**config.mk**
```make
export PLATFORM = sky130hd
export DESIGN_NAME = dtrp_ctrl
export DESIGN_NICKNAME = d
export VERILOG_FILES = /design/src/verilog/dtrp_pkg.sv /design/src/verilog/dtrp_ctrl.sv
export SDC_FILE = /design/constraint.sdc
export NUM_CORES = 1
export LEC_CHECK = 0
export ABC_AREA = 1
export BUFFER_PORTS_ARGS = -buffer_cell sky130_fd_sc_hd__clkbuf_2
export CORE_MARGIN = 3
export CORE_UTILIZATION = 47
export DETAILED_ROUTE_END_ITERATION = 8
export GPL_TIMING_DRIVEN = 0
export HOLD_SLACK_MARGIN = 0.15
export PLACE_DENSITY = 0.84
export SLEW_MARGIN = 20
export SYNTH_ARGS = -nofsm -noshare
export SYNTH_HDL_FRONTEND = slang
export SYNTH_SLANG_ARGS = --single-unit
```
**constraint.sdc**
```tcl
create_clock -name pclk -period 2 [get_ports pclk]
set_clock_uncertainty 0.2 [all_clocks]
set_input_delay 0.1 -clock pclk [delete_from_list [all_inputs] [get_ports pclk]]
set_output_delay 0.1 -clock pclk [all_outputs]
set_load 0.01 [all_outputs]
```
**src/verilog/dtrp_pkg.sv**
```systemverilog
// Constants, register map and carrier types of the DRAM timing, refresh and parity block
package dtrp_pkg;

   // ****************************************************************
   // Register map (byte addresses; printed indexes times four)
   // ****************************************************************
   localparam logic [7:0]  IDX_CPU_TIMING  = 8'h10;
   localparam logic [7:0]  IDX_ALT_TIMING  = 8'h1e;
   localparam logic [7:0]  IDX_CTRL        = 8'h20;
   localparam logic [7:0]  IDX_STATUS      = 8'h21;
   localparam logic [11:0] ADDR_CPU_TIMING = {2'h0, IDX_CPU_TIMING, 2'h0};
   localparam logic [11:0] ADDR_ALT_TIMING = {2'h0, IDX_ALT_TIMING, 2'h0};
   localparam logic [11:0] ADDR_CTRL       = {2'h0, IDX_CTRL, 2'h0};
   localparam logic [11:0] ADDR_STATUS     = {2'h0, IDX_STATUS, 2'h0};
   localparam logic [7:0]  TIMING_RESET    = 8'h00;
   localparam logic [7:0]  CTRL_RESET      = 8'h00;

   // Timing register fields
   localparam int F_BRD_LO = 0;
   localparam int F_R2C    = 2;
   localparam int F_SWR    = 4;
   localparam int F_PRE    = 5;
   localparam int F_BWR    = 6;
   localparam int F_REF    = 7;
   // Control register fields
   localparam int F_ISA_REF = 0;
   localparam int F_DEEP256 = 1;
   localparam int F_INTLV   = 2;
   localparam int F_ODDBANK = 3;
   localparam int F_PERR_CLR = 4;

   // ****************************************************************
   // Timing counts in clocks, burst beat count, reserved read code and address bit positions
   // ****************************************************************
   localparam logic [2:0] LEAD_BASE   = 3'h3;
   localparam logic [2:0] BEAT_BASE   = 3'h2;
   localparam logic [2:0] SWR_BASE    = 3'h3;
   localparam logic [2:0] R2C_BASE    = 3'h2;
   localparam logic [2:0] PRE_BASE    = 3'h2;
   localparam logic [2:0] REF_BASE    = 3'h3;
   localparam logic [1:0] BURST_BEATS = 2'h3;
   localparam logic [1:0] BRD_RESV    = 2'h3;
   localparam int         PAGE_LSB_2K = 11;
   localparam int         PAGE_LSB_4K = 12;
   localparam int         ALIAS_LO    = 21;
   localparam int         ALIAS_HI    = 26;

   typedef enum logic [1:0] {DTRP_RD_BURST, DTRP_WR_BURST, DTRP_WR_SINGLE, DTRP_RD_SINGLE}
      dtrp_kind_t;

   typedef struct packed {
      logic       valid;
      logic       alt;
      dtrp_kind_t kind;
      logic [1:0] bank;
      logic [26:0] addr;
   } dtrp_req_t;

   typedef struct packed {
      logic [31:0] data;
      logic [3:0]  par;
   } dtrp_word_t;

endpackage
```
**src/verilog/dtrp_ctrl.sv**
```systemverilog
// DRAM timing sequencer, two-set staggered CAS-before-RAS refresh and byte parity
`timescale 1ns/1ps
`default_nettype none
module dtrp_ctrl
   import dtrp_pkg::*;
(
   input  wire logic        pclk,
   input  wire logic        presetn,
   input  wire logic        psel,
   input  wire logic        penable,
   input  wire logic        pwrite,
   input  wire logic [11:0] paddr,
   input  wire logic [31:0] pwdata,
   output logic [31:0]      prdata,
   output logic             pready,
   output logic             pslverr,
   input  wire dtrp_req_t   req,
   output logic             req_ack,
   output logic             cyc_done,
   output logic             wait_state,
   input  wire dtrp_word_t  wr_word,
   input  wire dtrp_word_t  rd_word,
   output logic [3:0]       wr_par,
   output logic             parity_error,
   input  wire logic        refresh_pulse,
   input  wire logic        isa_busy,
   output logic             isa_refresh_ack,
   output logic [7:0]       ras_n,
   output logic [3:0]       cas_n,
   output logic             ma_drive,
   output logic             page_hit,
   output logic [26:0]      eff_addr
);

   // ****************************************************************
   // Sequencer state; the status register reads back its busy, refresh and pending flags and the parity error flag
   // ****************************************************************
   typedef enum {S_IDLE, S_PRE, S_R2C, S_ACCESS, S_REFRESH} dtrp_state_t;
   dtrp_state_t state_reg;
   dtrp_kind_t  kind_reg;
   logic [2:0]  cnt_reg;
   logic [1:0]  beat_reg;
   logic [1:0]  bank_reg;
   logic        alt_reg;
   logic        refresh_pend_reg, isa_pend_reg, set1_first_reg;
   logic [3:0]  stage_par_reg;
   logic [31:0] stage_data_reg;
   logic        stage_vld_reg;

   // ****************************************************************
   // Register slave
   // ****************************************************************
   logic [7:0] cpu_timing_reg, alt_timing_reg, ctrl_reg;
   logic       parity_err_reg;
   wire        wr_en   = psel & penable & pwrite;
   wire        hit_cpu = paddr == ADDR_CPU_TIMING;
   wire        hit_alt = paddr == ADDR_ALT_TIMING;
   wire        hit_ctl = paddr == ADDR_CTRL;
   wire        hit_sts = paddr == ADDR_STATUS;
   wire        mapped  = hit_cpu | hit_alt | hit_ctl | hit_sts;
   wire        perr_clr = wr_en & hit_sts & pwdata[F_PERR_CLR];

   always_ff @(posedge pclk or negedge presetn) begin
      if (!presetn) begin
         cpu_timing_reg <= TIMING_RESET;
         alt_timing_reg <= TIMING_RESET;
         ctrl_reg       <= CTRL_RESET;
      end else if (wr_en) begin
         if (hit_cpu) cpu_timing_reg <= pwdata[7:0];
         if (hit_alt) alt_timing_reg <= pwdata[7:0];
         if (hit_ctl) ctrl_reg       <= pwdata[7:0];
      end
   end

   // Zero wait state slave; unmapped addresses answer with an error
   always_ff @(posedge pclk or negedge presetn) begin
      if (!presetn) begin
         prdata  <= 32'h0000_0000;
         pready  <= 1'b0;
         pslverr <= 1'b0;
      end else begin
         pready  <= psel & ~penable;
         pslverr <= psel & ~penable & ~mapped;
         prdata  <= hit_cpu ? {24'h000000, cpu_timing_reg} :
                    hit_alt ? {24'h000000, alt_timing_reg} :
                    hit_ctl ? {24'h000000, ctrl_reg} :
                    hit_sts ? {27'h0, refresh_pend_reg, state_reg == S_REFRESH,
                               state_reg != S_IDLE, isa_pend_reg, parity_err_reg} :
                    32'h0000_0000;
      end
   end

   // ****************************************************************
   // Timing selection
   // ****************************************************************
   // Latched at cycle start so a register write mid-cycle cannot skew it
   logic [7:0] tset_reg;
   wire  [7:0] tset_sel = req.alt ? alt_timing_reg : cpu_timing_reg;
   wire  [1:0] brd_code = tset_reg[F_BRD_LO +: 2];
   // Reserved read code 3 falls back to the slowest documented rate
   wire  [2:0] brd_add  = (brd_code == BRD_RESV) ? 3'h2 : {1'b0, brd_code};
   wire  [2:0] bwr_add  = {2'h0, tset_reg[F_BWR]};
   wire  [2:0] r2c_cnt  = R2C_BASE + {2'h0, tset_reg[F_R2C]};
   wire  [2:0] pre_cnt  = PRE_BASE + {2'h0, tset_reg[F_PRE]};
   wire  [2:0] ref_cnt  = REF_BASE + {2'h0, tset_reg[F_REF]};
   wire  [2:0] swr_cnt  = SWR_BASE + {2'h0, tset_reg[F_SWR]};
   wire        is_wr    = kind_reg == DTRP_WR_BURST;
   wire  [2:0] beat_add = is_wr ? bwr_add : brd_add;
   wire  [2:0] lead_cnt = LEAD_BASE + beat_add;
   wire  [2:0] beat_cnt = BEAT_BASE + beat_add;

   // ****************************************************************
   // Address aliasing, page and interleave
   // ****************************************************************
   wire        deep256 = ctrl_reg[F_DEEP256];
   wire [26:0] alias_mask = deep256 && !ctrl_reg[F_INTLV] ?
                            27'h01f_ffff : 27'h7ff_ffff;
   wire [26:0] addr_eff = req.addr & alias_mask;
   wire [15:0] page_id  = deep256 ? addr_eff[26:PAGE_LSB_2K]
                                  : {1'b0, addr_eff[26:PAGE_LSB_4K]};
   wire        ilv_bit  = deep256 ? addr_eff[PAGE_LSB_2K] : addr_eff[PAGE_LSB_4K];
   // Interleave bit picks the odd member of the pair when set
   wire [1:0]  bank_sel = ctrl_reg[F_INTLV] ? {req.bank[1], ilv_bit}
                                            : req.bank;
   logic [15:0] open_page_reg;
   logic        page_open_reg;

   // ****************************************************************
   // Sequencer
   // ****************************************************************
   wire set1_active = ~ras_n[0] | ~ras_n[2] | ~ras_n[5] | ~ras_n[7];
   wire cnt_done    = cnt_reg == 3'h1;
   wire start_cyc   = state_reg == S_IDLE && req.valid && !refresh_pend_reg;
   wire start_ref   = state_reg == S_IDLE && refresh_pend_reg;
   wire [7:0] set1_mask = 8'ha5;
   wire [7:0] set2_mask = 8'h5a;

   always_ff @(posedge pclk or negedge presetn) begin
      if (!presetn) begin
         state_reg     <= S_IDLE;
         kind_reg      <= DTRP_RD_SINGLE;
         tset_reg      <= TIMING_RESET;
         cnt_reg       <= 3'h0;
         beat_reg      <= 2'h0;
         bank_reg      <= 2'h0;
         ras_n         <= 8'hff;
         cas_n         <= 4'hf;
         ma_drive      <= 1'b0;
         req_ack       <= 1'b0;
         cyc_done      <= 1'b0;
         wait_state    <= 1'b0;
         eff_addr      <= 27'h0;
         page_hit      <= 1'b0;
         open_page_reg <= 16'h0;
         page_open_reg <= 1'b0;
         set1_first_reg <= 1'b1;
         alt_reg       <= 1'b0;
      end else begin
         req_ack  <= start_cyc;
         cyc_done <= 1'b0;
         // Master waits while a refresh is owed or running, never a hold
         wait_state <= refresh_pend_reg | (state_reg == S_REFRESH);
         unique case (state_reg)
            S_IDLE: begin
               if (start_ref) begin
                  // Set one always goes first, as no row strobe is low in idle; CBR with no address
                  ma_drive  <= 1'b0;
                  cas_n     <= 4'h0;
                  set1_first_reg <= ~set1_active;
                  // Refresh length lives in the CPU register, not the last master's set
                  tset_reg  <= cpu_timing_reg;
                  cnt_reg   <= 3'h1;
                  state_reg <= S_REFRESH;
               end else if (start_cyc) begin
                  tset_reg  <= tset_sel;
                  kind_reg  <= req.kind;
                  alt_reg   <= req.alt;
                  bank_reg  <= bank_sel;
                  eff_addr  <= addr_eff;
                  page_hit  <= page_open_reg && open_page_reg == page_id;
                  open_page_reg <= page_id;
                  page_open_reg <= 1'b1;
                  ma_drive  <= 1'b1;
                  cnt_reg   <= PRE_BASE + {2'h0, tset_sel[F_PRE]};
                  state_reg <= S_PRE;
               end
            end
            S_PRE: begin
               if (cnt_done) begin
                  ras_n[bank_reg] <= 1'b0;
                  cnt_reg   <= r2c_cnt;
                  state_reg <= S_R2C;
               end else cnt_reg <= cnt_reg - 3'h1;
            end
            S_R2C: begin
               if (cnt_done) begin
                  cas_n    <= 4'h0;
                  beat_reg <= (kind_reg == DTRP_RD_BURST || is_wr) ? BURST_BEATS : 2'h0;
                  cnt_reg  <= (kind_reg == DTRP_WR_SINGLE) ? swr_cnt : lead_cnt;
                  state_reg <= S_ACCESS;
               end else cnt_reg <= cnt_reg - 3'h1;
            end
            S_ACCESS: begin
               if (cnt_done) begin
                  if (beat_reg == 2'h0) begin
                     ras_n     <= 8'hff;
                     cas_n     <= 4'hf;
                     ma_drive  <= 1'b0;
                     cyc_done  <= 1'b1;
                     state_reg <= S_IDLE;
                  end else begin
                     beat_reg <= beat_reg - 2'h1;
                     cnt_reg  <= beat_cnt;
                  end
               end else cnt_reg <= cnt_reg - 3'h1;
            end
            S_REFRESH: begin
               // Row strobes fall after CAS, first set then second set
               if (cnt_reg == 3'h1) begin
                  ras_n   <= set1_first_reg ? ~set1_mask : ~set2_mask;
                  cnt_reg <= 3'h2;
               end else if (cnt_reg == 3'h2) begin
                  ras_n   <= 8'h00;
                  cnt_reg <= 3'h3;
               end else if (cnt_reg == ref_cnt + 3'h2) begin
                  ras_n     <= 8'hff;
                  cas_n     <= 4'hf;
                  page_open_reg <= 1'b0;
                  state_reg <= S_IDLE;
               end else cnt_reg <= cnt_reg + 3'h1;
            end
         endcase
      end
   end

   // ****************************************************************
   // Refresh requests from the link decoder
   // ****************************************************************
   wire ref_taken = start_ref;
   always_ff @(posedge pclk or negedge presetn) begin
      if (!presetn) begin
         refresh_pend_reg <= 1'b0;
         isa_pend_reg     <= 1'b0;
         isa_refresh_ack  <= 1'b0;
      end else begin
         // A new pulse wins over the taking of the old one
         refresh_pend_reg <= refresh_pulse | (refresh_pend_reg & ~ref_taken);
         isa_pend_reg     <= ctrl_reg[F_ISA_REF] &
                             (refresh_pulse | (isa_pend_reg & isa_busy));
         isa_refresh_ack  <= isa_pend_reg & ~isa_busy & ctrl_reg[F_ISA_REF];
      end
   end

   // ****************************************************************
   // Parity
   // ****************************************************************
   wire [3:0] gen_par;
   wire [3:0] chk_fail;
   // Owner of the cycle in flight; the request may drop before the data moves
   wire       alt_cur = start_cyc ? req.alt : alt_reg;
   genvar gi;
   generate
      for (gi = 0; gi < 4; gi++) begin : g_par
         assign gen_par[gi]  = ^wr_word.data[8*gi +: 8];
         assign chk_fail[gi] = (^stage_data_reg[8*gi +: 8]) ^ stage_par_reg[gi];
      end
   endgenerate

   always_ff @(posedge pclk or negedge presetn) begin
      if (!presetn) begin
         wr_par         <= 4'h0;
         stage_data_reg <= 32'h0;
         stage_par_reg  <= 4'h0;
         stage_vld_reg  <= 1'b0;
         parity_err_reg <= 1'b0;
         parity_error   <= 1'b0;
      end else begin
         wr_par <= alt_cur ? gen_par : wr_word.par;
         // Captured on the master's edge, checked on the next
         stage_vld_reg  <= state_reg == S_ACCESS && cnt_done && !is_wr
                           && kind_reg != DTRP_WR_SINGLE;
         stage_data_reg <= rd_word.data;
         stage_par_reg  <= rd_word.par;
         parity_err_reg <= (stage_vld_reg & |chk_fail) | (parity_err_reg & ~perr_clr);
         parity_error   <= stage_vld_reg & |chk_fail;
      end
   end

   AST_REF_HELD: assert property (@(posedge pclk) disable iff (!presetn)
      refresh_pend_reg && !ref_taken |=> refresh_pend_reg)
      else $error("Refresh request dropped");
   AST_REF_NO_MA: assert property (@(posedge pclk) disable iff (!presetn)
      state_reg == S_REFRESH |-> !ma_drive)
      else $error("Address driven during refresh");
   AST_PERR: assert property (@(posedge pclk) disable iff (!presetn)
      stage_vld_reg && |chk_fail |=> parity_error)
      else $error("Parity error not flagged");
   AST_ISA_ACK: assert property (@(posedge pclk) disable iff (!presetn)
      isa_refresh_ack |-> $past(ctrl_reg[F_ISA_REF]) && !$past(isa_busy))
      else $error("ISA refresh acknowledged while bus busy");
   AST_WAIT: assert property (@(posedge pclk) disable iff (!presetn)
      state_reg == S_REFRESH |=> wait_state)
      else $error("Master not held during refresh");
   AST_PRE_LEN: assert property (@(posedge pclk) disable iff (!presetn)
      $rose(state_reg == S_PRE) |-> ras_n == 8'hff [*2])
      else $error("Precharge too short");
   AST_GEN_PAR: assert property (@(posedge pclk) disable iff (!presetn)
      start_cyc && req.alt |=> wr_par == $past(gen_par))
      else $error("Alternate master parity not generated");
   AST_ALIAS: assert property (@(posedge pclk) disable iff (!presetn)
      start_cyc && deep256 && !ctrl_reg[F_INTLV] |=> eff_addr[ALIAS_HI:ALIAS_LO] == 6'h00)
      else $error("Alias bits not ignored");

endmodule
`default_nettype wire

```
==> flow_metrics.tcl, run 1 <==
set metrics [dict create \
    clk_latency_ns 0.43 \
    pre_cts_slack_ns -0.132 \
    drt_pass1_iterations 5 \
    cts-buffers-inserted 17 \
    core_mm2 0.0161 \
    slew_headroom_pct 65.6 \
    cp.required_ns 2.11 \
    wirelength_um 24600 \
    clockBufferDepth 2 \
    grt_max_degree 91 \
    antenna_cells 0 \
    status "finished, violations left" \
    overflow 0 \
    synth_cells 928 \
    start_util_pct 48.5 \
    postSynthAreaPerCell_um2 8.38 \
    worstSetupStartpointType "register" \
    p_per_area_mw_per_mm2 1040 \
    cpPeakStageDelay_ns 0.56 \
    vias_per_cell 4.99 \
    cts_sinks 156 \
    synth_area_leader_cell "dfrtp_1" \
    cpMostUsedCell "nand3_2" \
    drc_errors 0 \
    num_vias 7891 \
    layout_setup_ws_ns 0.0276 \
    synth_top_area_share_pct 47.0 \
    critPathMaxFanout 3 \
    h-tree-depth 4 \
    crit_slowest_cell "dfstp_2" \
    hold_buffers 181 \
    p_leak_nw 6.19 \
    synth_top_flop_cell "dfrtp_1" \
    grt_setup_unrepaired "yes" \
    final_antenna_net_count 0 \
    critPathCaptureType "register" \
    slew_violations 0 \
    tightest_slew_ns 0.511 \
    ys_warn_count 0 \
    synth_common_cells "nand2_1 (294), dfrtp_1 (146), inv_1 (97), o21ai_0 (84), nor2_1 (49)" \
    fp.dieH_um 135 \
    drt_iter0_markers 551 \
    synth_edf_count 0 \
    cts-root-buf "clkbuf_16" \
    synthToLayoutAreaGrowth_pct 51.0 \
    synth-async-reset-ratio_pct 100 \
    post_drt_wl_per_cell_um 15.6 \
    gp_congestion 0.924 \
    num_io_pins 240 \
    violations "hold timing" \
    dieArea_mm2 0.0181 \
    grt_pass1_wl_um 39400 \
    fill_cells 1066 \
    synth-seq-cells 156 \
    port_buffers 191 \
    die_w_um 135 \
    largest_register_ffs 32 \
    arrival_ns 2.09 \
    synth_seq_area_share_pct 50.3 \
    drv_cap 0 \
    rows 46 \
    antenna_found_initial 0 \
    hp-class "input port to register" \
    final-setup-viol-count 0 \
    hold_viol_final 1 \
    post-route-min-period_ns 1.97 \
    ff_latch_area_mm2 0.00392 \
    ys_types 40 \
    yosysMostFrequentCell "nand2_1" \
    postLayoutCoreUtil_pct 73.2 \
    peakVddDrop_mv 0.771 \
    worstSetupPathType "register to register" \
    multi_input_area_mm2 0.00333 \
    grt.total_usage_pct 27.4 \
    max_freq_ghz 0.507 \
    grt_pass1_vias 8024 \
    cts_tree "built" \
    layout-drive-gt1-share_pct 27.0 \
    cp_cell_sequence "inv_4 > nand2_4 > nand3_2 > o21ai_2 > a21oi_2 > ha_2 > nand3_2 > nand3_2 > o211ai_1 > o21ai_2 > o21ai_1" \
    post-route-period-util_pct 98.6 \
    dp_hpwl_um 14600 \
    finalNetCount 1514 \
    clk_pin_slew_ns 0.07 \
    netlist_top_cells_area "dfrtp_1 (47%), nand2_1 (14%), o21ai_0 (5.4%)" \
    hold_ws_ns -0.0123 \
    syn_area_mm2 0.00778 \
]
final cells by class:
cell class | count | area share [%]
timing repair buffer | 382 | 24.7
tap | 216 | 2.30
sequential | 156 | 33.3
clock inverter | 13 | 1.20
multi-input combinational | 640 | 28.3
clock buffer | 19 | 3.85
inverter | 109 | 3.53
buffer | 46 | 2.78
power by group:
part	internal (mW)	switching (mW)
clock network	1.91	1.32
logic	1.92	2.63
registers	3.98	0.499
total	7.81	4.45
worst paths after layout:
kind	from	end	slack, ns	cells after the start
max	kind_reg[1]	cnt_reg[1]	0.03	11
min	paddr[8]	prdata[6]	-0.01	6
max reg2reg	kind_reg[1]	cnt_reg[1]	0.03	11
min reg2reg	eff_addr[10]	eff_addr[10]	0.27	2
max in group asynchronous	presetn	kind_reg[1]	0.20	5
min in group asynchronous	presetn	stage_par_reg[3]	0.42	3
worst max-delay path, delay by kind of cell, from the launching register on:
family	cells	cell delay, ns
AND/OR/NAND/NOR	4	0.27
adder cells (fa/ha/maj)	1	0.32
buffers and inverters	1	0.05
flip-flops	1	0.56
AO/OA/AOI/OAI	5	0.44
stage by stage:
step / setup TNS, ns / hold slack, ns / power (mW) / cell area, µm² / cells
final: 0 / -0.0123 / 12.3 / 11800 / 1581
after global routing: -0.424 / 0.0292 / 13.0 / 11800 / 1581
after CTS: -0.0273 / 0.0638 / 11.8 / 11600 / 1575
after detailed placement: -0.517 / -0.277 / 8.27 / 9160 / 1360
after global placement: -301.11 / 0.00848 / 8.10 / 9090 / 1358
after floorplan: 0 / -0.396 / 6.96 / 7870 / 951
logic make-up (layout without fill, tap and decap cells):
| kind of cell | after synthesis | after routing | share of synthesized area, % |
|---|---|---|---|
| compound gates | 132 | 132 | 9.58 |
| mux | 1 | 1 | 0.129 |
| other cells | 1 | 24 | 0.0482 |
| flops | 156 | 156 | 50.3 |
| fa+ha+maj | 6 | 6 | 0.965 |
| xor+xnor | 57 | 57 | 6.42 |
| simple gates | 420 | 420 | 23.1 |
| buf+inv | 155 | 569 | 9.45 |
metal layers:
layer  up-vias  GRT usage (%)  part of all wire [%]
met5         -              0                     0
met4         0           11.0                   3.1
met3        80           7.82                   8.4
met2       393           47.3                    50
met1      3700           32.4                    38
li1       3718              -                     -
layout by cell type, fill, tap and decap left out, types with 7 or more instances in the layout:
master         netlist  final
nand2_2              5      7
dfstp_2             10     10
dfrtp_1            146    144
o21ai_2             10     12
conb_1               1     24
nor2_1              49     45
nor2_2               6      9
a21oi_1             15     13
nand2_1            294    290
dlygate4sd3_1        0    177
o21ai_0             84     77
nand2_4              6      8
clkbuf_2             0    191
xor2_1              27     27
inv_2               10     12
clkbuf_16            0     17
buf_2               12     11
xnor2_1             30     30
o21ai_1              5      9
buf_4               30     40
inv_1               97     94
nand3_1             39     35
repair_timing:
action | in CTS | in global routing
hold endpoints to repair | 287 | 5
pin swaps | 3 | 11
gates resized for setup | 7 | 38
endpoints found under the setup margin | 9 | 66
buffers inserted | 2 | 9
(Power assumes the default switching activity.)
==> run 2, diff against run 1 <==
- CORE_ASPECT_RATIO: unset -> 0.9
- CORE_UTILIZATION: 47 -> 56
- PLACE_DENSITY: 0.84 -> 0.93
- clock period: 2 -> 2.4 ns (I/O delays scaled with it)
==> flow_metrics.tcl, run 2 (same netlist as run 1, synthesis figures left out) <==
set metrics [dict create \
    max_freq_ghz 0.384 \
    overflow 0 \
    worstSetupStartpointType "input port" \
    grt.total_usage_pct 39.4 \
    rows 40 \
    hp-start "rd_word[6]" \
    clk_pin_slew_ns 0.07 \
    core_mm2 0.0135 \
    vias_per_cell 6.16 \
    final_antenna_net_count 0 \
    slew_headroom_pct 54.5 \
    violations "DRC, setup timing" \
    dp_hpwl_um 14200 \
    synthToLayoutAreaGrowth_pct 46.8 \
    port_buffers 191 \
    drt_pass1_iterations 9 \
    grt_pass1_wl_um 46600 \
    grtUsageMet2_pct 61.4 \
    num_io_pins 240 \
    wirelength_um 33200 \
    gp_congestion 0.880 \
    status "finished, violations left" \
    num_vias 9344 \
    post_drt_wl_per_cell_um 21.9 \
    drv_cap 0 \
    crit_slowest_cell "dlygate4sd3_1" \
    post-route-period-util_pct 109 \
    startpoint "paddr[5]" \
    layout_setup_ws_ns -0.204 \
    grt_pass1_vias 9091 \
    antenna_found_initial 6 \
    grt_most_used_layer "met2" \
    crit_family "buffers and inverters" \
    path_buf_inv 4 \
    postLayoutCoreUtil_pct 84.9 \
    r2r-start "cnt_reg[0]" \
    grt_max_degree 83 \
    cp_cell_sequence "clkbuf_2 > dlygate4sd3_1 > inv_1 > nand4_1 > dlygate4sd3_1 > nor2_2 > nand2_1 > o21ai_0 > a21oi_1 > o21ai_0" \
    start_util_pct 57.8 \
    layout-drive-gt1-share_pct 24.9 \
    final-setup-viol-count 12 \
    arrival_ns 2.75 \
    place_area_mm2 0.00907 \
    grtUsageMet1_pct 43.5 \
    clk_latency_ns 0.44 \
    final_common_cell "nand2_1" \
    clockBufferDepth 2 \
    tightest_slew_ns 0.683 \
    final_cell_mix "nand2_1 (291), clkbuf_2 (189), dlygate4sd3_1 (168)" \
    final_area_mm2 0.0114 \
    drc_errors 61 \
    peakVddDrop_mv 0.720 \
    p_per_area_mw_per_mm2 899 \
    die_w_um 130 \
    hp-class "input port to register" \
    cts_tree "built" \
    cts-root-buf "clkbuf_16" \
    fp.dieH_um 118 \
    finalNetCount 1499 \
    worstSetupPathType "input port to register" \
    hold_viol_final 0 \
    p_leak_nw 6.04 \
    post-route-min-period_ns 2.60 \
    hold_ws_ns 0.164 \
    h-tree-depth 4 \
    cts_sinks 156 \
    dieArea_mm2 0.0153 \
    slew_violations 0 \
    critPathMaxFanout 4 \
    met3_usage_pct 13.1 \
    cp.required_ns 2.55 \
    largest_register_ffs 32 \
    cpPeakStageDelay_ns 0.67 \
    cts-buffers-inserted 17 \
    drt_iter0_markers 1671 \
    critPathCaptureType "register" \
]
-- run 2: cell count changes in the layout (fill, tap and decap cells not counted), sizes merged, moves of 3 or more --
cell,previous run,this run
buf,57,51
clkbuf,212,216
clkinv,7,3
clkinvlp,3,0
diode,0,4
dlygate4sd3,177,168
-- run 2: final cells by class --
type	instances	area, µm²
diodes	4	10.0
repair buffers	367	2760
inverters	109	419
clock inverters	4	45.0
well taps	168	210
fillers	625	2040
clock buffers	24	452
plain buffers	46	329
flip-flops and latches	156	3920
multi-input cells	640	3290
-- run 2: worst paths after layout --
kind / depth (start not counted) / to / slack [ns]
worst max-delay path: 10 / prdata[2] / -0.20
worst min-delay path: 2 / stage_data_reg[2] / 0.16
worst max register to register: 9 / state_reg[1] / -0.12
worst min register to register: 2 / eff_addr[1] / 0.27
max in group asynchronous: 4 / stage_data_reg[26] / 0.54
min in group asynchronous: 3 / eff_addr[10] / 0.64
-- run 2: routing by layer --
| layer | vias to the layer above | wire (µm) |
|---|---|---|
| li1 | 3679 | - |
| met1 | 4141 | 10200 |
| met2 | 1063 | 14600 |
| met3 | 459 | 4420 |
| met4 | 2 | 3880 |
| met5 | - | 13 |
-- run 2: where the power goes --
group,switching [mW],internal [mW]
combinational,2.55,1.43
sequential,0.501,3.31
clock,1.09,1.40
total,4.14,6.14
-- run 2: repair_timing --
action,in CTS,in global routing
setup endpoints to repair,0,28
endpoints found under the hold margin,292,2
setup buffers,0,5
hold buffers,170,4
gates resized for setup,0,29
-- run 2: per-stage QoR --
stage               total power, mW  std cells  setup WS, ns  TNS (ns)
floorplan                      5.80        951         0.496         0
global placement               6.70       1310         -1.56   -231.28
detailed placement             6.85       1311         0.291         0
CTS                            9.50       1509        0.0196         0
global route                   10.7       1518        -0.170     -1.81
finish                         10.3       1518        -0.204     -1.01
==> run 3, diff against run 2 <==
- CORE_ASPECT_RATIO: 0.9 -> 0.5
==> flow_metrics.tcl, run 3 (same netlist as run 1, synthesis figures left out) <==
set metrics [dict create \
    final_antenna_net_count 0 \
    largest_register_ffs 32 \
    post_drt_wl_per_cell_um 17.6 \
    num_vias 8098 \
    power_mw 10.1 \
    synthToLayoutAreaGrowth_pct 43.3 \
    grt_pass1_vias 8350 \
    worstSetupPathType "input port to register" \
    pre_cts_slack_ns 0.214 \
    fp.dieH_um 89.4 \
    post-route-min-period_ns 2.36 \
    cts_sinks 156 \
    dr_wl_met3_um 2320 \
    finalNetCount 1469 \
    tightest_slew_ns 0.762 \
    critPathMaxFanout 10 \
    power_frac_comb_pct 35.8 \
    layout-drive-gt1-share_pct 25.8 \
    grt_max_degree 92 \
    switching_share_pct 37.5 \
    multi_input_area_mm2 0.00324 \
    clk_latency_ns 0.42 \
    wirelength_um 26600 \
    reg2reg_depth 10 \
    slew_violations 0 \
    clk_pin_slew_ns 0.07 \
    final_cells 1505 \
    p_per_area_mw_per_mm2 902 \
    dp_hpwl_um 15000 \
    hp-class "input port to asynchronous set/reset pin" \
    drv_cap 0 \
    highest_layer "met4" \
    hold_viol_final 0 \
    antenna_found_initial 0 \
    final-setup-viol-count 0 \
    arrival_ns 2.52 \
    p_switching_mw 3.77 \
    r2r_setup_slack_ns 0.22 \
    die_w_um 173 \
    p_int_mw 6.29 \
    status "completed" \
    grt.total_usage_pct 35.0 \
    grt_pass1_wl_um 42100 \
    core_mm2 0.0131 \
    p_leak_nw 5.92 \
    h-tree-depth 4 \
    antenna_cells 0 \
    postLayoutCoreUtil_pct 85.1 \
    r2r_end "ras_n[2]" \
    pwr-share-clk_pct 27.0 \
    met2RoutedLength_um 13200 \
    cts-root-buf "clkbuf_16" \
    peakVddDrop_mv 0.654 \
    drt_pass1_iterations 6 \
    wl_met1_um 9610 \
    clockBufferDepth 2 \
    placed_cells 1329 \
    rows 29 \
    pwr-share-seq_pct 37.2 \
    overflow 0 \
    cp.required_ns 2.56 \
    final_cell_mix "nand2_1 (291), clkbuf_2 (189), dfrtp_1 (146)" \
    num_io_pins 240 \
    final_common_cell "nand2_1" \
    layout_setup_ws_ns 0.0429 \
    fill_cells 673 \
    cts-buffers-inserted 17 \
    drc_errors 0 \
    fin_tns_setup_ns 0 \
    gp_congestion 0.882 \
    max_freq_ghz 0.424 \
    critPathCaptureType "register" \
    dieArea_mm2 0.0154 \
    slew_headroom_pct 49.2 \
    drt_iter0_markers 758 \
    start_util_pct 59.4 \
    port_buffers 191 \
    r2r-start "cnt_reg[1]" \
    worstSetupStartpointType "input port" \
    post-route-period-util_pct 98.2 \
    cts_tree "built" \
    vias_per_cell 5.38 \
    ff_latch_area_mm2 0.00392 \
]
[run 3: cell count changes in the layout (fill, tap and decap cells not counted), moves of 3 or more]
cell | previous run | this run
clkbuf_1 | 8 | 2
inv_6 | 0 | 3
diode_2 | 4 | 0
dlygate4sd3_1 | 168 | 138
clkinvlp_4 | 0 | 4
[run 3: worst max-delay path by stage]
stage	start	endpoint	slack, ns	cells after the start
after floorplan	kind_reg[1]	cnt_reg[2]	0.50	10
final	paddr[0]	cpu_timing_reg[3]	0.04	12
after global routing	paddr[0]	cpu_timing_reg[7]	-0.02	12
after detailed placement	cnt_reg[1]	ras_n[2]	0.21	11
after CTS	penable	cpu_timing_reg[7]	0.008	8
after global placement	presetn	stage_data_reg[12]	-1.58	1
[run 3: per-layer routing]
layer	vias up	GRT usage (%)
li1	3634	-
met1	3763	38.8
met2	553	63.8
met3	148	7.97
met4	0	20.9
met5	-	0
[run 3: worst max-delay path, cell delays in order]
cell and delay [ns]:
dlygate4sd3_1 0.55, clkbuf_2 0.15, nor2_4 0.12, nand2_1 0.10, or2_4 0.26, nor2_2 0.09
nand2_2 0.10, inv_4 0.10, nand2_4 0.08, buf_12 0.17, o21ai_2 0.11, dlygate4sd3_1 0.57
[run 3: final cells by class]
class / count / area share (%)
well taps: 186 / 2.09
multi-input cells: 640 / 29.1
repair buffers: 337 / 21.8
clock buffers: 19 / 3.97
flip-flops and latches: 156 / 35.1
plain buffers: 46 / 3.00
clock inverters: 12 / 1.25
inverters: 109 / 3.71
[run 3: metrics by stage]
step / area, µm² / hold WS (ns)
after detailed placement: 9090 / 0.0297
after floorplan: 7870 / -0.376
final: 11100 / 0.112
after global placement: 9060 / 0.0287
after global routing: 11100 / 0.157
after CTS: 11100 / 0.0885
[run 3: power groups by stage]
| stage | registers [mW] | clock network, mW | logic (mW) |
|---|---|---|---|
| global route | 3.81 | 2.85 | 3.98 |
| detailed placement | 3.73 | 0 | 3.20 |
| CTS | 3.69 | 2.70 | 3.44 |
| finish | 3.74 | 2.72 | 3.60 |
| floorplan | 3.82 | 0 | 1.99 |
| global placement | 3.70 | 0 | 3.05 |
[run 3: timing repair]
item,in CTS,in global routing
hold endpoints to repair,285,2
endpoints found under the setup margin,0,33
hold buffers,144,2
setup buffers,0,8
resized for setup,0,14
